[src/verilog/pps_pkg.sv]
package pps_pkg;

   ////////////////////////////////////////////////////////////////////////////
   // Register byte addresses, one 32-bit word each
   localparam logic [3:0] ADDR_STEER     = 4'h0;
   localparam logic [3:0] ADDR_CAPPWM    = 4'h4;
   localparam logic [3:0] ADDR_STATUS    = 4'h8;
   localparam logic [3:0] ADDR_SHUTDOWN  = 4'hC;

   // Steering control field layout
   localparam int STEER_EN_LSB  = 0;
   localparam int STEER_EN_W    = 4;
   localparam int STEER_SYNC_B  = 4;
   localparam logic [7:0] STEER_WMASK = 8'h1F;
   localparam logic [7:0] STEER_RESET = 8'h01;

   // Capture/PWM control field layout
   localparam int MODE_HI_LSB   = 2;
   localparam int MODE_POL_LSB  = 0;
   localparam int OUTCFG_LSB    = 6;
   localparam logic [1:0] MODE_HI_PWM   = 2'h3;
   localparam logic [1:0] OUTCFG_SINGLE = 2'h0;
   localparam logic [7:0] CAPPWM_RESET  = 8'h00;

   // Shutdown state control: two bits per pin pair
   localparam logic [1:0] SD_DRIVE0 = 2'h0;
   localparam logic [1:0] SD_DRIVE1 = 2'h1;
   localparam logic [3:0] SD_RESET  = 4'h0;

   // Pending update state
   typedef enum logic [0:0] {
      PPS_IDLE,
      PPS_PEND
   } pps_state_t;

endpackage

[src/verilog/pps_pin_mux.sv]
`timescale 1ns/1ns
// One output pin: steered waveform, shutdown state or port control
module pps_pin_mux (
   input  wire logic       i_route,
   input  wire logic       i_wave,
   input  wire logic       i_shutdown,
   input  wire logic [1:0] i_sd_state,
   input  wire logic       i_port_out,
   input  wire logic       i_port_oe_n,
   output logic            o_pin_out,
   output logic            o_pin_oe_n
);

   // Shutdown only touches pins that carry the waveform
   always_comb begin
      o_pin_out  = i_port_out;
      o_pin_oe_n = i_port_oe_n;
      if (i_route) begin
         o_pin_out  = i_wave;
         o_pin_oe_n = i_port_oe_n;
         if (i_shutdown) begin
            o_pin_out  = (i_sd_state == pps_pkg::SD_DRIVE1);
            o_pin_oe_n = i_sd_state[1] | i_port_oe_n;
         end
      end
   end

endmodule

[src/verilog/pps_avalon_slave.sv]
`timescale 1ns/1ns
// Avalon-MM slave: one wait cycle, then answer
module pps_avalon_slave (
   input  wire logic        i_clk,
   input  wire logic        i_rst_n,
   input  wire logic        i_read,
   input  wire logic        i_write,
   input  wire logic [3:0]  i_address,
   input  wire logic [31:0] i_read_word,
   output logic             o_waitrequest,
   output logic             o_wr_strobe,
   output logic             o_rd_strobe,
   output logic [31:0]      o_readdata
);

   logic        ack;
   logic        next_ack;
   logic [31:0] next_readdata;

   // Ack rises one cycle after the request, drops after the taking edge
   always_comb begin
      next_ack      = (i_read | i_write) & ~ack;
      next_readdata = o_readdata;
      if (i_read & ~ack) begin
         next_readdata = i_read_word;
      end
   end

   always_ff @(posedge i_clk or negedge i_rst_n) begin
      if (!i_rst_n) begin
         ack        <= 1'b0;
         o_readdata <= 32'h0000_0000;
      end else begin
         ack        <= next_ack;
         o_readdata <= next_readdata;
      end
   end

   assign o_waitrequest = (i_read | i_write) & ~ack;
   assign o_wr_strobe   = i_write & ack;
   assign o_rd_strobe   = i_read & ack;

endmodule

[src/verilog/pps_steering.sv]
// Decided for this implementation: the Avalon-MM register port and the address map.
`timescale 1ns/1ns
module pps_steering (
   input  wire logic        i_ref_clk,
   input  wire logic        i_nrst,
   // Avalon-MM register port
   input  wire logic        i_avs_read,
   input  wire logic        i_avs_write,
   input  wire logic [3:0]  i_avs_address,
   input  wire logic [31:0] i_avs_writedata,
   input  wire logic [3:0]  i_avs_byteenable,
   output logic             o_avs_waitrequest,
   output logic [31:0]      o_avs_readdata,
   // From the PWM generator and shutdown logic
   input  wire logic        i_pwm_wave,
   input  wire logic        i_period_start,
   input  wire logic        i_shutdown,
   // Ordinary port latch and driver enables, pins a to d
   input  wire logic [3:0]  i_port_out,
   input  wire logic [3:0]  i_port_oe_n,
   output logic [3:0]       o_pwm_out,
   output logic [3:0]       o_pwm_oe_n,
   output logic [3:0]       o_steer_active
);

   ////////////////////////////////////////////////////////////////////////////
   // Reset release through two flops
   logic rst_meta;
   logic rst_n;

   always_ff @(posedge i_ref_clk or negedge i_nrst) begin
      if (!i_nrst) begin
         rst_meta <= 1'b0;
         rst_n    <= 1'b0;
      end else begin
         rst_meta <= 1'b1;
         rst_n    <= rst_meta;
      end
   end

   ////////////////////////////////////////////////////////////////////////////
   // Bus slave
   logic        wr_strobe;
   logic        rd_strobe;
   logic [31:0] read_word;

   pps_avalon_slave u_slave (
      .i_clk         (i_ref_clk),
      .i_rst_n       (rst_n),
      .i_read        (i_avs_read),
      .i_write       (i_avs_write),
      .i_address     (i_avs_address),
      .i_read_word   (read_word),
      .o_waitrequest (o_avs_waitrequest),
      .o_wr_strobe   (wr_strobe),
      .o_rd_strobe   (rd_strobe),
      .o_readdata    (o_avs_readdata)
   );

   ////////////////////////////////////////////////////////////////////////////
   // Register state
   logic [7:0]           steering_control_reg;
   logic [7:0]           capture_pwm_ctrl_reg;
   logic [3:0]           shutdown_state;
   logic [3:0]           active_enables;
   pps_pkg::pps_state_t  state;
   logic [7:0]           next_steering_control_reg;
   logic [7:0]           next_capture_pwm_ctrl_reg;
   logic [3:0]           next_shutdown_state;
   logic [3:0]           next_active_enables;
   pps_pkg::pps_state_t  next_state;
   logic                 wr_lane0;
   logic [3:0]           new_enables;
   logic                 steer_update_sync;

   assign wr_lane0          = wr_strobe & i_avs_byteenable[0];
   assign new_enables       = i_avs_writedata[pps_pkg::STEER_EN_LSB +: pps_pkg::STEER_EN_W];
   assign steer_update_sync = steering_control_reg[pps_pkg::STEER_SYNC_B];

   // Register writes and routing update
   always_comb begin
      next_steering_control_reg = steering_control_reg;
      next_capture_pwm_ctrl_reg = capture_pwm_ctrl_reg;
      next_shutdown_state       = shutdown_state;
      next_active_enables       = active_enables;
      next_state                = state;
      if (wr_lane0) begin
         case (i_avs_address)
            pps_pkg::ADDR_STEER: begin
               // Unimplemented upper bits dropped on write
               next_steering_control_reg = i_avs_writedata[7:0] & pps_pkg::STEER_WMASK;
               if (i_avs_writedata[pps_pkg::STEER_SYNC_B]) begin
                  next_state = pps_pkg::PPS_PEND;
               end else begin
                  next_active_enables = new_enables;
                  next_state          = pps_pkg::PPS_IDLE;
               end
            end
            pps_pkg::ADDR_CAPPWM: begin
               next_capture_pwm_ctrl_reg = i_avs_writedata[7:0];
            end
            pps_pkg::ADDR_SHUTDOWN: begin
               next_shutdown_state = i_avs_writedata[3:0];
            end
            default: begin
            end
         endcase
      end
      // Pending setting lands on the period boundary
      case (state)
         pps_pkg::PPS_PEND: begin
            if (i_period_start && !(wr_lane0 && i_avs_address == pps_pkg::ADDR_STEER)) begin
               next_active_enables = steering_control_reg[pps_pkg::STEER_EN_LSB +: pps_pkg::STEER_EN_W];
               next_state          = pps_pkg::PPS_IDLE;
            end
         end
         default: begin
         end
      endcase
   end

   always_ff @(posedge i_ref_clk or negedge rst_n) begin
      if (!rst_n) begin
         steering_control_reg <= pps_pkg::STEER_RESET;
         capture_pwm_ctrl_reg <= pps_pkg::CAPPWM_RESET;
         shutdown_state       <= pps_pkg::SD_RESET;
         active_enables       <= pps_pkg::STEER_RESET[3:0];
         state                <= pps_pkg::PPS_IDLE;
      end else begin
         steering_control_reg <= next_steering_control_reg;
         capture_pwm_ctrl_reg <= next_capture_pwm_ctrl_reg;
         shutdown_state       <= next_shutdown_state;
         active_enables       <= next_active_enables;
         state                <= next_state;
      end
   end

   ////////////////////////////////////////////////////////////////////////////
   // Read mux; status shows live routing and pending flag
   always_comb begin
      read_word = 32'h0000_0000;
      case (i_avs_address)
         pps_pkg::ADDR_STEER:    read_word[7:0] = steering_control_reg;
         pps_pkg::ADDR_CAPPWM:   read_word[7:0] = capture_pwm_ctrl_reg;
         pps_pkg::ADDR_STATUS:   read_word[4:0] = {(state == pps_pkg::PPS_PEND), o_steer_active};
         pps_pkg::ADDR_SHUTDOWN: read_word[3:0] = shutdown_state;
         default:                read_word = 32'h0000_0000;
      endcase
   end

   ////////////////////////////////////////////////////////////////////////////
   // Mode gate and polarity
   logic       single_mode;
   logic [1:0] polarity;
   logic [3:0] wave_pin;

   // Other modes leave every pin on port control
   assign single_mode = (capture_pwm_ctrl_reg[pps_pkg::MODE_HI_LSB +: 2] == pps_pkg::MODE_HI_PWM) &&
                        (capture_pwm_ctrl_reg[pps_pkg::OUTCFG_LSB +: 2] == pps_pkg::OUTCFG_SINGLE);
   assign polarity    = capture_pwm_ctrl_reg[pps_pkg::MODE_POL_LSB +: 2];
   // With no enable set no pin is routed; firmware must pick one
   assign o_steer_active = active_enables & {4{single_mode}};

   // Pair A/C uses high shutdown field, pair B/D the low one
   genvar g;
   generate
      for (g = 0; g < 4; g++) begin : g_pin
         // Pin a and c active-low on pol bit 1, b and d on pol bit 0
         assign wave_pin[g] = i_pwm_wave ^ ((g % 2 == 1) ? polarity[0] : polarity[1]);
         pps_pin_mux u_mux (
            .i_route     (o_steer_active[g]),
            .i_wave      (wave_pin[g]),
            .i_shutdown  (i_shutdown),
            .i_sd_state  ((g % 2 == 1) ? shutdown_state[1:0] : shutdown_state[3:2]),
            .i_port_out  (i_port_out[g]),
            .i_port_oe_n (i_port_oe_n[g]),
            .o_pin_out   (o_pwm_out[g]),
            .o_pin_oe_n  (o_pwm_oe_n[g])
         );
      end
   endgenerate
endmodule

[config.mk]
export PLATFORM = sky130hd
export DESIGN_NAME = pps_steering
export DESIGN_NICKNAME = d
export VERILOG_FILES = /design/src/verilog/pps_pkg.sv /design/src/verilog/pps_pin_mux.sv /design/src/verilog/pps_avalon_slave.sv /design/src/verilog/pps_steering.sv
export SDC_FILE = /design/constraint.sdc
export NUM_CORES = 1
export LEC_CHECK = 0
export BUFFER_PORTS_ARGS = -buffer_cell sky130_fd_sc_hd__buf_2
export CAP_MARGIN = 20
export CORE_AREA = 2 2 78 80
export DETAILED_ROUTE_END_ITERATION = 6
export DIE_AREA = 0 0 80 82
export SLEW_MARGIN = 20
export SYNTH_ARGS = -nofsm -noshare
export SYNTH_HDL_FRONTEND = slang
export SYNTH_SLANG_ARGS = --single-unit
[constraint.sdc]
create_clock -name i_ref_clk -period 4.3 [get_ports i_ref_clk]
set_clock_uncertainty 0.05 [all_clocks]
set_input_delay 0.43 -clock i_ref_clk [delete_from_list [all_inputs] [get_ports i_ref_clk]]
set_output_delay 0.43 -clock i_ref_clk [all_outputs]
set_load 0.05 [all_outputs]
; Word level (Yosys, flattened, before mapping)
; Cells that the tools add are included.
; W data, S select, Z words.
[op_classes]
n_bitwise = 13
eq_ne = 6
reduce_logical = 9
muxes = 27
[ops]
columns = op, count
row1 = $mux W4, 5
row2 = $mux W1, 19
row3 = $pmux W4 S4, 1
row4 = $eq A4 B4 Y1 const B, 2
row5 = $reduce_and A2 Y1, 3
row6 = $or A1 B1 Y1, 5
row7 = $and A1 B1 Y1, 4
row8 = $and A4 B4 Y4, 1
row9 = $eq A2 B1 Y1 const B, 2
row10 = $eq A4 B3 Y1 const B, 1
row11 = $logic_not A4 Y1, 1
row12 = $logic_and A1 B1 Y1, 3
row13 = $mux W3, 1
row14 = $pmux W1 S3, 1
row15 = $eq A2 B2 Y1 const B, 1
row16 = $logic_not A2 Y1, 1
row17 = $xor A1 B1 Y1, 2
row18 = $logic_not A1 Y1, 1
row19 = $not A1 Y1, 1
[totals]
regBits = 33
elab_cells = 64
out_inout_bits = 45
inputBits = 55

; Logic depth before layout (Yosys ltp)
; Gate-level depths: netlist of the first run.
[depth]
word_depth = 7
mapped_depth = 6
depth_no_buf = 4

; Modules after synthesis
; A second synthesis of the first run with hierarchy kept.
[unflattened]
hier_cells = 215
area_unflattened_um2 = 2862.7
[by_module_without_submodules]
columns = mod, instances, cells_per_inst, area_per_inst_um2
row1 = pps_avalon_slave, 1, 74, 1392.6
row2 = pps_steering, 1, 121, 1340.0
row3 = pps_pin_mux, 4, 5, 32.5

; Worst setup path before layout of the first run
; OpenSTA, ideal clock, no wires.
[synth_path]
path_kind = register -> output
start = register capture_pwm_ctrl_reg[3]
end = output o_pwm_out[0]
path_stages_with_launch = 5
arrival_time_ps = 1231
path_slack_ps = 2589
path_buffers = 1
t_required_ps = 3820
cell_sequence = dfrtp_1 -> and4bb_2 -> nand2_1 -> mux2_2 -> buf_4
[synth_via]
elab_chain_len = 4
[synth_lines]
columns = item, line
row1 = start: declaration, pps_steering.sv:63  ; logic [7:0] capture_pwm_ctrl_reg;
row2 = start signal: assignment, pps_steering.sv:125  ; capture_pwm_ctrl_reg <= pps_pkg::CAPPWM_RESET;
row3 = start signal: assignment, pps_steering.sv:131  ; capture_pwm_ctrl_reg <= next_capture_pwm_ctrl_reg;
row4 = $eq A2 B2 Y1, pps_steering.sv:158  ; assign single_mode = (capture_pwm_ctrl_reg[pps_pkg::MODE_HI_LSB +: 2] == pps_pkg::MODE_HI_PWM) &&
row5 = $logic_and A1 B1 Y1, pps_steering.sv:158
row6 = $and A4 B4 Y4, pps_steering.sv:162  ; assign o_steer_active = active_enables & {4{single_mode}};
row7 = $mux W1, pps_pin_mux.sv:18  ; if (i_route) begin
row8 = end: declaration, pps_steering.sv:21  ; output logic [3:0] o_pwm_out,
; No other way between the ends.

; Worst setup path after layout of the first run
[layout_path]
start = register capture_pwm_ctrl_reg[7]
end = output o_pwm_out[3]
[layout_via]
elab_chain_len = 4
[layout_lines]
columns = item, line
row1 = $logic_not A2 Y1, pps_steering.sv:159  ; (capture_pwm_ctrl_reg[pps_pkg::OUTCFG_LSB +: 2] == pps_pkg::OUTCFG_SINGLE);
row2 = $logic_and A1 B1 Y1, pps_steering.sv:158
row3 = $and A4 B4 Y4, pps_steering.sv:162
row4 = $mux W1, pps_pin_mux.sv:18
; No other way between the ends.

==> results_dict.tcl, run 1 <==
set metrics [dict create \
    num_io_pins 100 \
    start_util 0.339 \
    max_stage_delay_ns 0.40 \
    clockBufferDepth 2 \
    drt-initial-drc-count 70 \
    fillCellCount 579 \
    drive_gt1_frac 0.453 \
    mostFrequentLayoutCells "buf_2, dfrtp_1, mux2_2" \
    hold_viol 0 \
    drv_cap 0 \
    n_antenna_cell 0 \
    cts-root-buf "clkbuf_8" \
    peakVddDrop_uv 144 \
    power_w 0.000772 \
    wl_per_cell_microns 12.8 \
    grt_antenna_before_repair 0 \
    postSynthCellCount 173 \
    cp.arrival_ns 1.71 \
    required_ns 3.82 \
    yosysUniqueCellTypes 30 \
    syn_area_per_cell_sq_um 11.3 \
    final_common_cell "buf_2" \
    track_usage 0.117 \
    tightest_slew_ns 0.538 \
    place.gp.congestion 0.758 \
    die_x_microns 80 \
    timing.final.crit_period_ns 2.19 \
    power.leakage_nw 1.11 \
    final_nets 266 \
    io_buffers 48 \
    placementRows 28 \
    core_area_sq_mm 0.00575 \
    grt_pass1_wl_microns 5710 \
    cts.sink_count 33 \
    vias 1241 \
    place_hpwl_microns 2860 \
    setup_violations 0 \
    grt_pass1_vias 1121 \
    drtAntennaViolNets 0 \
    fin_crit_sh 0.508 \
    place_area_sq_mm 0.00206 \
    die_h_microns 82 \
    path_cells "and4bb_2 > nand2_1 > mux2_2 > buf_2" \
    crit_slowest_cell "dfrtp_1" \
    wirelength_microns 3660 \
    rsz0062_at_grt "false" \
    grt_max_degree 32 \
    postCtsSetupBuffers 0 \
    fin_setup_tns_ns 0 \
    die-area_sq_mm 0.00656 \
    grt_overflow 0 \
    critical_path_class "flop to output port" \
    hold_ws_ns 0.200 \
    cp_max_fo 4 \
    clock_latency_ns 0.29 \
    r2r_start "u_slave.ack" \
    first_pass_iters 4 \
    synthesis.area_sq_mm 0.00195 \
    post_cts_resized 0 \
    hold_path.class "flop to async pin" \
    cts_tree "yes" \
    reg2reg_to "active_enables[3]" \
    fmax_ghz 0.457 \
    worstSetupStartpointType "flop" \
    ys_warn_count 0 \
    slew_violations 0 \
    relSlewSlack 0.638 \
    clk_pin_slew_ns 0.07 \
    drcViolationCount 0 \
    run_status "complete, no violations" \
    areaGrowthSynthToFinish_pct 10.5 \
    final_cell_area_sq_mm 0.00215 \
    ys_ff_latch 33 \
    crit_path_end_kind "output port" \
    htree_levels 2 \
    reg2reg_depth 4 \
    rrSetupSlack_ns 2.53 \
    numCtsBuffers 5 \
    via_per_inst 4.32 \
    seq_area_frac_synth 0.425 \
    p_per_area_mw_per_mm2 358 \
]
==> critical path, delay by kind of cell (launching register included) <==
family,cells,cell delay (ns)
and+or+nand+nor,2,0.52
DFF,1,0.40
muxes,1,0.30
buffers and inverters,1,0.21
==> Yosys cell counts <==
| cell | count | area, sq um |
|---|---|---|
| a21oi_1 | 2 | 10.0 |
| a22o_1 | 5 | 43.8 |
| a22oi_1 | 4 | 30.0 |
| and2_1 | 1 | 6.26 |
| and3_1 | 2 | 12.5 |
| and4b_1 | 1 | 10.0 |
| and4bb_2 | 1 | 12.5 |
| buf_4 | 37 | 278 |
| buf_6 | 3 | 33.8 |
| clkbuf_1 | 2 | 7.51 |
| conb_1 | 2 | 7.51 |
| dfrtp_1 | 31 | 776 |
| dfstp_2 | 2 | 52.6 |
| inv_1 | 5 | 18.8 |
| mux2_2 | 28 | 315 |
| mux2_4 | 4 | 60.1 |
| mux2i_1 | 1 | 10.0 |
| nand2_1 | 12 | 45.0 |
| nand2b_1 | 2 | 12.5 |
| nand3_2 | 1 | 10.0 |
| nand3b_1 | 4 | 30.0 |
| nand4_1 | 1 | 6.26 |
| nor2_1 | 2 | 7.51 |
| nor2_2 | 1 | 6.26 |
| nor2_8 | 1 | 20.0 |
| nor3_1 | 1 | 5.00 |
| nor4b_4 | 1 | 23.8 |
| o21ai_0 | 10 | 50.1 |
| o21bai_1 | 4 | 30.0 |
| xnor2_1 | 2 | 17.5 |
==> per-stage QoR <==
step                      std cells  utilization  setup slack (ns)
after floorplan                 196            -              2.59
after global placement          278        0.358              2.25
after detailed placement        278        0.358              2.24
after CTS                       287        0.375              2.10
after global routing            287        0.375              2.04
final                           287        0.375              2.11
==> how the worst max path moves through the flow <==
stage                       startpoint                       to  slack [ns]  cells past startpoint
3_5_place_dp          i_avs_address[3]  capture_pwm_ctrl_reg[0]        2.24                      4
4_1_cts        capture_pwm_ctrl_reg[7]             o_pwm_out[3]        2.10                      4
5_1_grt        capture_pwm_ctrl_reg[7]             o_pwm_out[3]        2.04                      4
3_3_place_gp          i_avs_address[3]  capture_pwm_ctrl_reg[0]        2.25                      4
2_1_floorplan  capture_pwm_ctrl_reg[3]             o_pwm_out[0]        2.59                      4
6_report       capture_pwm_ctrl_reg[7]             o_pwm_out[3]        2.11                      4
==> routing by layer <==
metal	vias to the layer above	global-route usage	wire (microns)
met5	-	0	0
met1	580	0.154	1670
met3	7	0.0440	222
met2	47	0.173	1710
met4	0	0.0475	61
li1	607	-	-
==> report_power, final <==
part / switching (W) / internal [W]
sequential: 0.0000233 / 0.000344
clock: 0.000113 / 0.000111
combinational: 0.000118 / 0.0000616
total: 0.000255 / 0.000517
==> cell type report <==
cell class                 instances  area, sq um  share of cell area
multi-input combinational        116          868               0.403
sequential                        33          828               0.385
timing repair buffer              50          258               0.120
tap                               75         93.8              0.0436
clock buffer                       5         68.8              0.0320
inverter                           5         18.8             0.00872
clock inverter                     3         17.5             0.00813
==> cells by family after synthesis <==
| family | synth area share |
|---|---|
| buffers and inverters | 0.173 |
| XOR/XNOR | 0.00899 |
| AO/OA/AOI/OAI | 0.0841 |
| other | 0.00386 |
| AND/OR/NAND/NOR | 0.107 |
| flip-flops | 0.425 |
| multiplexers | 0.198 |
==> repair_timing <==
| action | in CTS | in global routing |
|---|---|---|
| setup endpoints to repair | 0 | 0 |
| endpoints found under the hold margin | 2 | 0 |
| hold buffers | 1 | 0 |
No activity file was read; power rests on OpenSTA's default activity.
==> inputs of run 2 (changes only) <==
==> constraint.sdc (replaced) <==
create_clock -name i_ref_clk -period 2.1 [get_ports i_ref_clk]
set_clock_uncertainty 0.05 [all_clocks]
set_input_delay 0.21 -clock i_ref_clk [delete_from_list [all_inputs] [get_ports i_ref_clk]]
set_output_delay 0.21 -clock i_ref_clk [all_outputs]
set_load 0.05 [all_outputs]
==> results_dict.tcl, run 2 (synthesis gave the netlist of run 1 again) <==
set metrics [dict create \
    tightest_slew_ns 0.515 \
    clock_latency_ns 0.28 \
    die_h_microns 82 \
    crit_path_end_kind "output port" \
    run_status "complete, no violations" \
    met1_usage 0.151 \
    fin_setup_tns_ns 0 \
    via_per_inst 4.32 \
    fin_crit_sh 0.935 \
    critical_path_class "flop to output port" \
    max_stage_delay_ns 0.40 \
    grt_pass1_vias 1134 \
    htree_levels 2 \
    hold_viol 0 \
    crit_slowest_cell "dfrtp_1" \
    required_ns 1.84 \
    vias 1239 \
    die-area_sq_mm 0.00656 \
    busiest_layer "met2" \
    dpl.cell_count 278 \
    rsz0062_at_grt "false" \
    wirelength_microns 3660 \
    slew_violations 0 \
    finalWorstSetupSlack_ns 0.137 \
    placementRows 28 \
    core_area_sq_mm 0.00575 \
    power_w 0.00157 \
    postCtsSetupBuffers 0 \
    relSlewSlack 0.654 \
    cp.arrival_ns 1.70 \
    cts-root-buf "clkbuf_8" \
    path_cells "and4bb_2 > nand2_1 > mux2_2 > buf_2" \
    clockBufferDepth 2 \
    timing.final.crit_period_ns 1.96 \
    numCtsBuffers 5 \
    drv_cap 0 \
    drcViolationCount 0 \
    drtAntennaViolNets 0 \
    io_buffers 48 \
    drt-initial-drc-count 54 \
    hold_ws_ns 0.109 \
    hold_path.class "input port to flop" \
    drive_gt1_frac 0.448 \
    worstSetupStartpointType "flop" \
    gr-usage-met3 0.0396 \
    grt_pass1_wl_microns 5660 \
    setup_violations 0 \
    met2_usage 0.181 \
    die_x_microns 80 \
    final_common_cell "buf_2" \
    num_io_pins 100 \
    wl_per_cell_microns 12.7 \
    cp_max_fo 4 \
    n_antenna_cell 0 \
    track_usage 0.116 \
    fin_cells 287 \
    peakVddDrop_uv 266 \
    p_per_area_mw_per_mm2 732 \
    areaGrowthSynthToFinish_pct 10.3 \
    grt_antenna_before_repair 0 \
    final_nets 266 \
    fmax_ghz 0.509 \
    grt_max_degree 32 \
    grt_overflow 0 \
    mostFrequentLayoutCells "buf_2, dfrtp_1, mux2_2" \
    place.gp.congestion 0.750 \
    cts_tree "yes" \
    start_util 0.339 \
    place_hpwl_microns 2850 \
    place_ws_ns 0.260 \
    power.leakage_nw 1.11 \
    cts.sink_count 33 \
    first_pass_iters 5 \
    clk_pin_slew_ns 0.07 \
]
## run 2: worst paths after layout
path	startpoint	end	slack, ns	cells after the start
setup reg to reg	u_slave.ack	active_enables[3]	0.32	4
hold / removal	i_avs_writedata[5]	capture_pwm_ctrl_reg[5]	0.11	2
max in group asynchronous	rst_n	active_enables[0]	1.48	1
setup / recovery	capture_pwm_ctrl_reg[3]	o_pwm_out[2]	0.14	4
hold reg to reg	rst_n	shutdown_state[2]	0.21	1
min in group asynchronous	i_nrst	rst_meta	0.18	2
## run 2: repair_timing
action,4_1_cts,5_1_grt
hold buffers,1,0
endpoints found under the hold margin,2,0
gates resized for setup,0,0
## run 2: area by class of cell
| cell class | count | area, sq um |
|---|---|---|
| clock buffers | 6 | 72.6 |
| clock inverters | 2 | 10.0 |
| fillers | 596 | 3600 |
| inverters | 5 | 18.8 |
| multi-input cells | 116 | 868 |
| flip-flops and latches | 33 | 828 |
| well taps | 75 | 93.8 |
| repair buffers | 50 | 258 |
## run 2: stage by stage
step / instance area (sq um) / util
floorplan: 2030 / -
global placement: 2060 / 0.358
detailed placement: 2060 / 0.358
CTS: 2150 / 0.374
global route: 2150 / 0.374
finish: 2150 / 0.374
## run 2: worst max-delay path, delay by kind of cell (launching register included)
kind / cells / cell delay (ns)
simple gates: 2 / 0.45
flops: 1 / 0.40
mux: 1 / 0.35
buf+inv: 1 / 0.21
## run 2: metal layers
| layer | part of all wire | wire length, microns |
|---|---|---|
| met5 | 0 | 0 |
| met4 | 0.012 | 45 |
| met3 | 0.076 | 278 |
| met2 | 0.46 | 1690 |
| met1 | 0.45 | 1650 |
## run 2: power by group
group | internal [W] | total (W) | leakage [nW] | switching, W
Clock | 0.000229 | 0.000455 | 0.0450 | 0.000226
Sequential | 0.000704 | 0.000751 | 0.432 | 0.0000466
Combinational | 0.000126 | 0.000367 | 0.633 | 0.000241
Total | 0.00106 | 0.00157 | 1.11 | 0.000514
